[config.mk]
export PLATFORM = sky130hd
export DESIGN_NAME = rpv_panel_input
export DESIGN_NICKNAME = d
export VERILOG_FILES = /design/src/hdl/rpv_panel_input.v /design/src/hdl/rpv_sync2.v
export VERILOG_INCLUDE_DIRS = /design/src /design/src/hdl
export SDC_FILE = /design/constraint.sdc
export NUM_CORES = 1
export LEC_CHECK = 0
export BUFFER_PORTS_ARGS = -buffer_cell sky130_fd_sc_hd__buf_2
export CAP_MARGIN = 15
export CORE_ASPECT_RATIO = 2
export CORE_UTILIZATION = 32
export CTS_CLUSTER_SIZE = 10
export DETAILED_ROUTE_END_ITERATION = 10
export GPL_TIMING_DRIVEN = 0
export PLACE_DENSITY = 0.52
export SLEW_MARGIN = 20
export SYNTH_ARGS = -nofsm -noshare
export SYNTH_HDL_FRONTEND = slang
export SYNTH_SLANG_ARGS = --single-unit
[constraint.sdc]
create_clock -name clk_in -period 2.35 [get_ports clk_in]
set_clock_uncertainty 0.05 [all_clocks]
set_input_delay 0.47 -clock clk_in [delete_from_list [all_inputs] [get_ports clk_in]]
set_output_delay 0.47 -clock clk_in [all_outputs]
set_load 0.02 [all_outputs]
[src/hdl/rpv_timing_map.vh]
// Timing constants of the panel video input
`ifndef RPV_TIMING_MAP_VH
`define RPV_TIMING_MAP_VH
`define RPV_ACTIVE_PIXELS_PER_LINE 320
`define RPV_ENABLE_OFFSET          7
`define RPV_FIRST_ACTIVE_LINE      7
`define RPV_ACTIVE_LINES           240
`define RPV_LINE_PERIOD_MIN        360
`define RPV_LINE_PERIOD_TYP        400
`define RPV_LINE_PERIOD_MAX        450
`define RPV_FRAME_PERIOD_MIN       251
`define RPV_FRAME_PERIOD_TYP       262
`define RPV_FRAME_PERIOD_MAX       280
`define RPV_SYNC_WIDTH_MIN         1
`define RPV_SYNC_WIDTH_MAX         6
`define RPV_MAX_SKEW               320
`define RPV_PIXEL_CLOCK_MAX_KHZ    7000
`define RPV_CLK_IN_KHZ             200000
`define RPV_COLOUR_BITS            6
`define RPV_PIXEL_BITS             18
`endif

[src/hdl/rpv_panel_input.v]
// Panel side of the parallel RGB video input: sampling, positioning, pixel word
`timescale 1ns/1ps
`include "rpv_timing_map.vh"

module rpv_panel_input #(
    parameter ACTIVE_PIXELS = `RPV_ACTIVE_PIXELS_PER_LINE,
    parameter FIRST_LINE    = `RPV_FIRST_ACTIVE_LINE,
    parameter ACTIVE_LINES  = `RPV_ACTIVE_LINES
) (
    input  wire        clk_in,
    input  wire        rstn_in,
    input  wire        pixel_clock_in,
    input  wire        line_sync_n_in,
    input  wire        frame_sync_n_in,
    input  wire        data_enable_strobe_in,
    input  wire [5:0]  red_level_in,
    input  wire [5:0]  green_level_in,
    input  wire [5:0]  blue_level_in,
    input  wire        h_mirror_in,
    input  wire        v_normal_in,
    output reg         pixel_valid_out,
    output reg  [17:0] pixel_word_out,
    output reg  [8:0]  pixel_column_out,
    output reg  [8:0]  pixel_row_out,
    output reg         frame_start_out,
    output reg         line_overrun_out,
    output reg         enable_short_out
);
    // Pixel clock and all panel pins share one synchroniser so data stays aligned to its edge
    localparam SW = 1 + 1 + 1 + 1 + 18 + 2;
    wire [SW-1:0] sync_w;

    rpv_sync2 #(.WIDTH(SW)) u_sync (
        .clk_in  (clk_in),
        .rstn_in (rstn_in),
        .d_in    ({pixel_clock_in, line_sync_n_in, frame_sync_n_in, data_enable_strobe_in,
                   red_level_in, green_level_in, blue_level_in, h_mirror_in, v_normal_in}),
        .q_out   (sync_w)
    );

    wire        pck_s  = sync_w[23];
    wire        hs_n_s = sync_w[22];
    wire        vs_n_s = sync_w[21];
    wire        de_s   = sync_w[20];
    wire [17:0] rgb_s  = sync_w[19:2];
    wire        hmir_s = sync_w[1];
    wire        vnor_s = sync_w[0];

    reg        pck_q;
    reg        hs_q;
    reg        vs_q;
    reg        de_q;
    reg [8:0]  col_q;
    reg [8:0]  line_q;
    reg        vs_seen_q;
    reg [1:0]  win_state_q;
    reg [1:0]  win_state_d;
    reg [8:0]  col_d;
    reg        short_d;

    // Panel samples on the rising pixel clock edge
    wire       tick = pck_s & ~pck_q;
    wire       hs   = ~hs_n_s;
    wire       vs   = ~vs_n_s;
    wire       hs_rise = tick & hs & ~hs_q;
    wire       vs_rise = tick & vs & ~vs_q;
    wire       de_rise = tick & de_s & ~de_q;

    function [8:0] mirror;
        input [8:0] idx;
        input [8:0] span;
        input       flip;
        begin
            mirror = flip ? (span - 9'd1 - idx) : idx;
        end
    endfunction

    // Counts are cut to the 9-bit counters on purpose; 320 columns and 511 lines fit
    localparam [31:0] LAST_COL_W = ACTIVE_PIXELS - 1;
    localparam [31:0] FIRST_LN_W = FIRST_LINE;
    localparam [31:0] N_LINES_W  = ACTIVE_LINES;
    localparam [31:0] N_PIXELS_W = ACTIVE_PIXELS;
    localparam [8:0]  LAST_COL   = LAST_COL_W[8:0];
    localparam [8:0]  FIRST_LN   = FIRST_LN_W[8:0];
    localparam [8:0]  N_LINES    = N_LINES_W[8:0];
    localparam [8:0]  N_PIXELS   = N_PIXELS_W[8:0];

    // Horizontal window states
    localparam [1:0]  WIN_IDLE   = 2'b01;
    localparam [1:0]  WIN_OPEN   = 2'b10;

    wire       win_open = (win_state_q == WIN_OPEN);

    // Row index counted from line FIRST_LINE after the frame start, independent of enable
    wire [8:0] row_raw = line_q - FIRST_LN;
    wire       row_ok  = vs_seen_q && (line_q >= FIRST_LN) && (row_raw < N_LINES);

    // Pin history: pixel clock taken every clock, other pins once per pixel clock so edges are seen in pixel time
    always @(posedge clk_in or negedge rstn_in) begin
        if (!rstn_in) begin
            pck_q <= 1'b0;
            hs_q  <= 1'b0;
            vs_q  <= 1'b0;
            de_q  <= 1'b0;
        end else begin
            pck_q <= pck_s;
            if (tick) begin
                hs_q <= hs;
                vs_q <= vs;
                de_q <= de_s;
            end
        end
    end

    // Frame sync resets the line count; a line sync in the same clock is not counted
    always @(posedge clk_in or negedge rstn_in) begin
        if (!rstn_in) begin
            line_q    <= 9'h000;
            vs_seen_q <= 1'b0;
        end else if (vs_rise) begin
            line_q    <= 9'h000;
            vs_seen_q <= 1'b1;
        end else if (hs_rise && line_q != 9'h1ff) begin
            // Saturates so a missing frame sync cannot wrap into the active rows
            line_q <= line_q + 9'd1;
        end
    end

    // Window opens on the enable edge and runs a fixed count, so a long enable adds nothing
    always @* begin
        win_state_d = win_state_q;
        col_d       = col_q;
        short_d     = 1'b0;
        if (tick) begin
            case (win_state_q)
                WIN_IDLE: begin
                    if (de_rise) begin
                        win_state_d = (N_PIXELS != 9'd1) ? WIN_OPEN : WIN_IDLE;
                        col_d       = 9'h001;
                    end
                end
                WIN_OPEN: begin
                    if (de_rise) begin
                        win_state_d = (N_PIXELS != 9'd1) ? WIN_OPEN : WIN_IDLE;
                        col_d       = 9'h001;
                    end else if (!de_s) begin
                        win_state_d = WIN_IDLE;
                        short_d     = 1'b1;
                        col_d       = col_q + 9'd1;
                    end else begin
                        if (col_q == LAST_COL) begin
                            win_state_d = WIN_IDLE;
                        end
                        col_d = col_q + 9'd1;
                    end
                end
                default: begin
                    win_state_d = WIN_IDLE;
                end
            endcase
        end
    end

    always @(posedge clk_in or negedge rstn_in) begin
        if (!rstn_in) begin
            win_state_q <= WIN_IDLE;
            col_q       <= 9'h000;
        end else begin
            win_state_q <= win_state_d;
            col_q       <= col_d;
        end
    end

    // Registered outputs; data holds between pixels so a slow consumer may read it late
    always @(posedge clk_in or negedge rstn_in) begin
        if (!rstn_in) begin
            pixel_valid_out  <= 1'b0;
            pixel_word_out   <= 18'h00000;
            pixel_column_out <= 9'h000;
            pixel_row_out    <= 9'h000;
            frame_start_out  <= 1'b0;
            line_overrun_out <= 1'b0;
            enable_short_out <= 1'b0;
        end else begin
            pixel_valid_out  <= 1'b0;
            frame_start_out  <= vs_rise;
            enable_short_out <= short_d;
            line_overrun_out <= hs_rise && win_open;
            if (tick && (de_rise || (win_open && de_s)) && row_ok) begin
                pixel_valid_out  <= 1'b1;
                pixel_word_out   <= rgb_s;
                pixel_column_out <= mirror(de_rise ? 9'h000 : col_q, N_PIXELS, hmir_s);
                pixel_row_out    <= mirror(row_raw, N_LINES, ~vnor_s);
            end
        end
    end
endmodule // rpv_panel_input

[src/hdl/rpv_sync2.v]
// Two-flop synchroniser for a bus of pin inputs
`timescale 1ns/1ps
module rpv_sync2 #(
    parameter WIDTH = 1
) (
    input  wire             clk_in,
    input  wire             rstn_in,
    input  wire [WIDTH-1:0] d_in,
    output wire [WIDTH-1:0] q_out
);
    reg [WIDTH-1:0] meta_q;
    reg [WIDTH-1:0] sync_q;

    always @(posedge clk_in or negedge rstn_in) begin
        if (!rstn_in) begin
            meta_q <= {WIDTH{1'b0}};
            sync_q <= {WIDTH{1'b0}};
        end else begin
            meta_q <= d_in;
            sync_q <= meta_q;
        end
    end

    assign q_out = sync_q;
endmodule // rpv_sync2

==> impl_metrics.toml, run 1 <==
[detailed_routing]
antenna_left = 0
dr.pass1.iters = 4
initialDrtViolationCount = 118
wire_per_inst_um = 14.79
wl_mm = 9.288
via_per_inst = 4.476
drc = 0
dr_total_vias = 2811

[die]
die_area_um2 = 14530
rows = 60
core_area_um2 = 13590
die_w_um = 85.73
initial_utilization_pct = 33.02
fp.dieH_um = 169.5
io-pin-count = 66

[clock_network]
clk_latency_ns = 0.40
htree_levels = 4
clk_pin_slew_ns = 0.06
cts.sinks = 113
clock_path_buffers = 2
cts_tree = "yes"
root_buffer = "clkbuf_16"
numCtsBuffers = 17

[yosys]
synth_top_area_share_pct = 62.47
syn_area_um2 = 4487
yosys.area.top_type = "dfrtp_1"
synthesis.nets = 364
synthTopCellsByCount = "112 x dfrtp_1, 36 x nand2_1, 27 x mux2_4"
synthMuxAreaShare_pct = 11.24
synth_seq_cells = 113
yosys.area_share.simple_pct = 10.15
synth_top_family_by_area = "multiplexers"
synth.distinct_cells = 44
postSynthAreaPerCell_um2 = 13.56
synthCells = 331
ys_top_cells_by_area = "dfrtp_1 62%, mux2_4 9.0%, xnor2_1 3.5%, nand2_1 3.0%, o21ai_0 2.7%"
synthArstFlopShare_pct = 100.0
synth-compound-area-share_pct = 5.382
ys_seq_area_share_pct = 63.05
synth_edf_count = 0
synth-main-ff-cell = "dfrtp_1"
ys_warn_count = 0
synth.most_common_cell = "dfrtp_1"
synth-adder-area-share_pct = 1.952
synth-xor-area-share_pct = 4.880

[worst_setup_path]
path_class = "register to register"
path_max_fanout = 10
arrival_ns = 2.64
critPathLaunchType = "register"
required_ns = 2.59
cp-end-kind = "register"

[timing]
whs_ns = 0.1172
setup_viol = 33
period_needed_ns = 2.403
slew-limit-headroom_pct = 58.24
finalHoldViolCount = 0
setup_ws_ns = -0.05321
report.final.slew_viol_count = 0
rsz0062_at_grt = "yes"
max_freq_mhz = 416.1
worstMarginPinSlew_ns = 0.6199
final.period_utilization_pct = 102.3

[power]
peakVddDrop_mv = 0.3779
power_density_nw_per_um2 = 856.4
leakage_nw = 2.800
fin_total_pwr_mw = 5.088

[status]
failed_checks = "negative setup slack"
status = "complete, but fails checks"

[grt]
grt_max_degree = 71
antenna_found_initial = 0
grt_pass1_wl_mm = 15.01
grtUsageTotal_pct = 13.76
grt_pass1_vias = 3028
gr-total-overflow = 0

[layout]
final_util_pct = 43.73
fin_nets = 462
drive_above_1_share_pct = 39.14
finalInstanceArea_um2 = 5942
diodes = 0
synthToLayoutAreaGrowth_pct = 32.43

[placement]
hpwlAfterDp_mm = 6.066
dpl_worst_slack_ns = -0.5721
gp_congestion = 0.7979
io_buffers = 65
dpl_cell_area_um2 = 5087

[flow_run]
drv_cap = 0

[worst_hold_path]
hold_path_class = "input pin to register"
## final timing paths
| path | from | end | slack (ns) | cells past startpoint |
|---|---|---|---|---|
| worst max-delay path | line_q[6] | pixel_word_out[2] | -0.05 | 7 |
| max in group asynchronous | rstn_in | win_state_q[0] | 0.98 | 3 |
| min in group asynchronous | rstn_in | pixel_word_out[8] | 0.53 | 2 |
| worst min-delay path | data_enable_strobe_in | u_sync.meta_q[20] | 0.12 | 1 |
| worst max register to register | line_q[6] | pixel_word_out[2] | -0.05 | 7 |
| worst min register to register | u_sync.meta_q[7] | u_sync.q_out[7] | 0.30 | 0 |
## worst max-delay path, cell delays in order, from the launching register on
cell and delay, ns:
dfrtp_2 0.41, or4_4 0.56, o31a_4 0.30, nor3_4 0.13, o21a_1 0.19, buf_12 0.17, buf_12 0.15, mux2_4 0.30
## report_power, final
group / leakage [nW] / switching [mW] / internal, mW / total (mW)
Clock: 0.272 / 0.903 / 1.54 / 2.44
Sequential: 1.44 / 0.0844 / 2.06 / 2.15
Combinational: 1.09 / 0.276 / 0.222 / 0.498
## cells by family after synthesis
family | after synthesis
AOI/OAI and AO/OA | 42
buffers and inverters | 20
muxes | 36
and+or+nand+nor | 88
adders and majority gates | 7
xor gates and xnor gates | 25
DFF | 113
## layer usage
metal  global-route usage, %  vias up  wire [µm]
met5                       0        -          0
met3                   4.377       24        284
met2                   24.49       61       5068
met1                   13.84     1384       3624
met4                   7.971        0        310
li1                        -     1342          -
## repair_timing
action	4_1_cts	5_1_grt
hold buffers	1	0
pin swaps	6	3
endpoints found under the setup margin	43	40
cloned	1	1
endpoints found under the hold margin	43	0
setup buffers	10	2
resized for setup	21	10
## registers in the layout, summed over array words and instances, names as in the netlist, 2 cells and up
signal,cells
u_sync.q_out,24
win_state_q,2
u_sync.meta_q,24
pixel_word_out,18
col_q,9
pixel_column_out,9
pixel_row_out,9
line_q,9
## per-stage QoR
stage                     instances  TNS [ns]
after floorplan                 331   -0.3877
after global placement          582    -69.81
after detailed placement        583    -7.653
after CTS                       625    -1.221
after global routing            628    -3.225
final                           628   -0.9865
## cell type report
| class | instances | area (µm²) |
|---|---|---|
| plain buffers | 12 | 122.6 |
| clock buffers | 21 | 470.5 |
| clock inverters | 11 | 105.1 |
| fillers | 1240 | 7646 |
| inverters | 6 | 22.52 |
| multi-input cells | 198 | 1628 |
| flip-flops and latches | 113 | 2833 |
| well taps | 186 | 232.7 |
| repair buffers | 81 | 528.0 |
## cell usage in the layout (no fill, tap or decap), types with 5 or more instances in the layout
master | Yosys | final
o21ai_0 | 24 | 24
nand4_1 | 6 | 6
clkbuf_1 | 6 | 6
dfrtp_1 | 112 | 109
inv_1 | 6 | 6
buf_4 | 1 | 11
ha_1 | 7 | 5
nor2_1 | 11 | 11
nand2_1 | 36 | 36
xnor2_1 | 18 | 18
clkbuf_16 | 0 | 18
a21oi_1 | 7 | 6
xor2_1 | 7 | 7
buf_12 | 3 | 5
buf_2 | 0 | 65
mux2_4 | 27 | 34
(Power assumes the default switching activity.)
==> inputs of run 2 (changes only) <==
CELL_PAD_IN_SITES_DETAIL_PLACEMENT = 1   (was not set)
CELL_PAD_IN_SITES_GLOBAL_PLACEMENT = 1   (was not set)
CTS_BUF_LIST = sky130_fd_sc_hd__clkbuf_8   (was not set)
PLACE_DENSITY = 0.6   (was 0.52)
==> run 2 against run 1 <==
The flow still finishes with violations (negative setup slack). Critical endpoint is now pixel_word_out[7]. Power shrank 6.1%. Highest routed layer unchanged. Clock power is 13% lower. Clock-buffer cell count shrank 4. Flip-flop and latch count is the same. Largest cell class unchanged. Cell count increased by 2.2%.
==> impl_metrics.toml, run 2 (synthesized netlist as in run 1, its figures left out) <==
[status]
status = "complete, but fails checks"
failed_checks = "negative setup slack"

[timing]
max_freq_mhz = 393.0
finalHoldViolCount = 0
slew-limit-headroom_pct = 50.49
setup_tns_ns = -6.156
setup_ws_ns = -0.1942
rsz0062_at_grt = "yes"
report.final.slew_viol_count = 0
period_needed_ns = 2.544
setup_viol = 36
worstMarginPinSlew_ns = 0.7348
final.period_utilization_pct = 108.3

[placement]
io_buffers = 65
dp_cells = 583
dpl_cell_area_um2 = 5094
hpwlAfterDp_mm = 6.838
gp_congestion = 0.7780

[clock_network]
htree_levels = 4
cts.sinks = 113
clk_latency_ns = 0.44
clock_path_buffers = 2
numCtsBuffers = 17
root_buffer = "clkbuf_8"
clk_pin_slew_ns = 0.09
cts_tree = "yes"

[die]
die_w_um = 85.73
die_area_um2 = 14530
io-pin-count = 66
rows = 60
core_area_um2 = 13590
fp.dieH_um = 169.5
initial_utilization_pct = 33.02

[worst_setup_path]
path_cells = "or4_4, buf_6, buf_6, nor2b_4, xnor2_2, o21a_2, clkbuf_16, buf_12, mux2_4"
cp-end-kind = "register"
required_ns = 2.62
max_stage_delay_ns = 0.57
ff2ff_setup_slack_ns = -0.19
reg2reg_to = "pixel_word_out[7]"
cp-endpoint = "pixel_word_out[7]"
critPathBufInv = 4
critPathLaunchType = "register"
r2r-start = "line_q[3]"
path_class = "register to register"
cp-startpoint = "line_q[3]"
arrival_ns = 2.82
path_depth = 9
reg2regPathDepth = 9
path_max_fanout = 5
path_delay_family = "simple AND/OR/NAND/NOR gates"
crit_slowest_cell = "or4_4"
cp_common_cell = "buf_6"

[detailed_routing]
dr_total_vias = 2956
wl_met3_um = 239
wl_met1_mm = 3.898
dr.pass1.iters = 4
met2WireLength_mm = 6.116
route.top_layer_used = "met4"
initialDrtViolationCount = 87
wl_mm = 10.54
antenna_left = 0
drc = 0
wire_per_inst_um = 16.41
via_per_inst = 4.604

[power]
fin_total_pwr_mw = 4.780
leakage_nw = 2.858
power_density_nw_per_um2 = 797.8
peakVddDrop_mv = 0.3669

[layout]
synthToLayoutAreaGrowth_pct = 33.55
finalInstanceArea_um2 = 5992
drive_above_1_share_pct = 41.23
fill_cells = 1447
final_common_cell = "dfrtp_1"
layout_common_cells = "110 x dfrtp_1, 64 x buf_2, 35 x nand2_1"
diodes = 0
final_util_pct = 44.10
register_area_um2 = 2831
stdcell_count = 642
multi_input_area_um2 = 1634
fin_nets = 476

[grt]
grt_pass1_vias = 3217
antenna_found_initial = 0
grtUsageTotal_pct = 15.52
grt_max_degree = 68
gr-total-overflow = 0
grt_pass1_wl_mm = 16.79

[flow_run]
drv_cap = 0

[worst_hold_path]
hold_path_class = "input pin to register"
## run 2: how the worst min path moves through the flow
stage	start	to	cells past startpoint
after global routing	blue_level_in[1]	u_sync.meta_q[3]	1
after global placement	u_sync.meta_q[17]	u_sync.q_out[17]	0
after CTS	pixel_clock_in	u_sync.meta_q[23]	1
after detailed placement	u_sync.meta_q[10]	u_sync.q_out[10]	0
after floorplan	rstn_in	col_q[0]	0
final	blue_level_in[1]	u_sync.meta_q[3]	1
## run 2: stage by stage
step                      setup WS, ns  hold slack (ns)
final                          -0.1942          0.07551
after CTS                      -0.1692          0.04363
after detailed placement       -0.3333           0.2858
after floorplan               -0.01628           0.1244
after global placement         -0.5907           0.2811
after global routing           -0.2593          0.04177
## run 2: power breakdown
part,switching [mW],internal [mW]
registers,0.0881,2.06
clock network,0.933,1.19
logic,0.286,0.228
## run 2: final cells by class
cell class,instances,share of cell area [%]
Buffer,12,2.046
Clock buffer,17,3.905
Clock inverter,15,3.675
Inverter,6,0.3759
Multi-Input combinational cell,198,27.27
Sequential cell,113,47.25
Tap cell,186,3.884
Timing Repair Buffer,95,11.59
## run 2: metal layers
layer	GRT usage [%]	vias up
li1	-	1368
met1	15.99	1522
met2	28.38	47
met3	4.037	19
met4	7.826	0
met5	0	-
## run 2: what timing repair did
action	CTS	global route
gates resized for setup	18	19
pin swaps	9	13
hold buffers	1	0
setup endpoints to repair	45	42
setup buffers	19	7
cloned	1	3
endpoints found under the hold margin	46	0
## run 2: worst reg2reg max path, delay by kind of cell, from the launching register on
family / cells / cell delay, ns
compound gates: 1 / 0.26
mux: 1 / 0.30
buf+inv: 4 / 0.57
flops: 1 / 0.40
xor+xnor: 1 / 0.16
simple gates: 2 / 0.71
==> inputs of run 3 (changes only) <==
CELL_PAD_IN_SITES_DETAIL_PLACEMENT = 2   (was 1)
CELL_PAD_IN_SITES_GLOBAL_PLACEMENT = 2   (was 1)
CORE_ASPECT_RATIO = 0.8   (was 2)
PLACE_DENSITY = not set   (was 0.6)
PLACE_DENSITY_LB_ADDON = 0.12   (was not set)
==> run 3 against run 2 <==
The run still ends with negative setup slack left. Worst setup slack gained 0.092 ns. Critical path depth shrank 2. Flip-flop and latch count is the same. Via count shrank 0.64%. Combinational power grew 2%. Largest cell class unchanged.
==> impl_metrics.toml, run 3 (synthesized netlist as in run 1, its figures left out) <==
[die]
core_area_um2 = 13600
die_w_um = 134.4
rows = 38
initial_utilization_pct = 33.00
io-pin-count = 66
fp.dieH_um = 107.9
die_area_um2 = 14500

[timing]
slew-limit-headroom_pct = 61.21
worstMarginPinSlew_ns = 0.5757
rsz0062_at_grt = "yes"
final.period_utilization_pct = 104.4
setup_viol = 35
max_freq_mhz = 407.8
setup_tns_ns = -2.844
whs_ns = 0.09268
report.final.slew_viol_count = 0
finalHoldViolCount = 0
setup_ws_ns = -0.1022
period_needed_ns = 2.452

[worst_setup_path]
r2r-start = "line_q[6]"
path_class = "register to register"
reg2reg_to = "pixel_column_out[3]"
required_ns = 2.61
path_max_fanout = 7
cp-end-kind = "register"
arrival_ns = 2.71
critPathLaunchType = "register"
reg2regPathDepth = 7
cp-startpoint = "line_q[6]"
ff2ff_setup_slack_ns = -0.10
cp-endpoint = "pixel_column_out[3]"

[grt]
grt_max_degree = 77
grt.met3_usage_pct = 5.414
grtUsageTotal_pct = 15.65
grt_pass1_wl_mm = 17.05
grt.met1_usage_pct = 20.58
grt_use_met2_pct = 24.02
antenna_found_initial = 0
gr-total-overflow = 0
grt_pass1_vias = 3231
busiest_layer = "met2"

[detailed_routing]
wire_per_inst_um = 16.77
dr_total_vias = 2937
wl_mm = 10.56
initialDrtViolationCount = 113
dr.pass1.iters = 4
via_per_inst = 4.662
drc = 0
antenna_left = 0

[clock_network]
cts.sinks = 113
clk_latency_ns = 0.42
htree_levels = 4
root_buffer = "clkbuf_8"
clock_path_buffers = 2
clk_pin_slew_ns = 0.08
cts_tree = "yes"
numCtsBuffers = 17

[power]
swShare_pct = 25.86
p_int_mw = 3.436
pwr-share-comb_pct = 11.3
fin_total_pwr_mw = 4.635
p_seq_share_pct = 46.3
leakage_nw = 2.785
power_density_nw_per_um2 = 796.8
peakVddDrop_mv = 0.4328
power_frac_clock_pct = 42.4
power_switching_mw = 1.198

[layout]
synthToLayoutAreaGrowth_pct = 29.64
final_common_cell = "dfrtp_1"
drive_above_1_share_pct = 39.33
fill_cells = 1404
diodes = 0
register_area_um2 = 2831
layout_common_cells = "110 x dfrtp_1, 65 x buf_2, 36 x nand2_1"
multi_input_area_um2 = 1610
fin_nets = 470
stdcell_count = 630

[placement]
io_buffers = 65
dp_cells = 577
gp_congestion = 0.6994
hpwlAfterDp_mm = 6.767

[flow_run]
drv_cap = 0

[status]
failed_checks = "negative setup slack"
status = "complete, but fails checks"

[worst_hold_path]
hold_path_class = "input pin to register"
## run 3: worst min-delay path by stage
stage                     slack (ns)           endpoint  depth (start not counted)              start
after detailed placement        0.29    u_sync.q_out[5]                          0   u_sync.meta_q[5]
after floorplan                 0.12           col_q[0]                          0            rstn_in
final                           0.09  u_sync.meta_q[13]                          1  green_level_in[5]
after global routing            0.05  u_sync.meta_q[13]                          1  green_level_in[5]
after CTS                       0.06  u_sync.meta_q[13]                          1  green_level_in[5]
after global placement          0.28   u_sync.q_out[14]                          0  u_sync.meta_q[14]
## run 3: power by group through the flow
stage               clock network (mW)  logic [mW]  registers, mW
CTS                               2.04       0.526           2.15
detailed placement                   0       0.453           2.19
floorplan                            0       0.295           2.16
global route                      2.13       0.597           2.16
finish                            1.97       0.524           2.14
global placement                     0       0.423           2.18
## run 3: layer usage
metal	routed length, µm	part of all wire [%]	vias to the layer above
met5	0	0	-
met4	97	0.92	0
met3	404	3.8	6
met2	5130	49	51
met1	4929	47	1522
li1	-	-	1358
## run 3: timing repair
item                                    in CTS  in global routing
endpoints found under the hold margin       36                  0
setup buffers                               14                  6
hold buffers                                 1                  0
pin swaps                                    3                  7
resized for setup                           16                 11
cloned                                       0                  2
endpoints found under the setup margin      44                 42
## run 3: worst max-delay path, stage by stage, from the launching register on
cell and delay [ns]:
dfrtp_2 0.43, or4_4 0.56, o31a_4 0.31, nor3_4 0.17, o21a_1 0.17, buf_8 0.17
clkbuf_16 0.17, mux2_4 0.30
## run 3: final cells by class
type,instances,share of cell area (%)
well taps,180,3.872
multi-input cells,198,27.68
repair buffers,89,10.00
clock buffers,17,4.022
inverters,6,0.3872
plain buffers,12,2.043
clock inverters,15,3.313
flip-flops and latches,113,48.68
## run 3: per-stage QoR
| step | cell area, µm² | util, % | setup WS, ns |
|---|---|---|---|
| after floorplan | 4496 | - | -0.01628 |
| final | 5817 | 42.78 | -0.1022 |
| after detailed placement | 5080 | 37.36 | -0.6018 |
| after global placement | 5046 | 37.11 | -0.7028 |
| after CTS | 5698 | 41.90 | -0.1159 |
| after global routing | 5817 | 42.78 | -0.1804 |
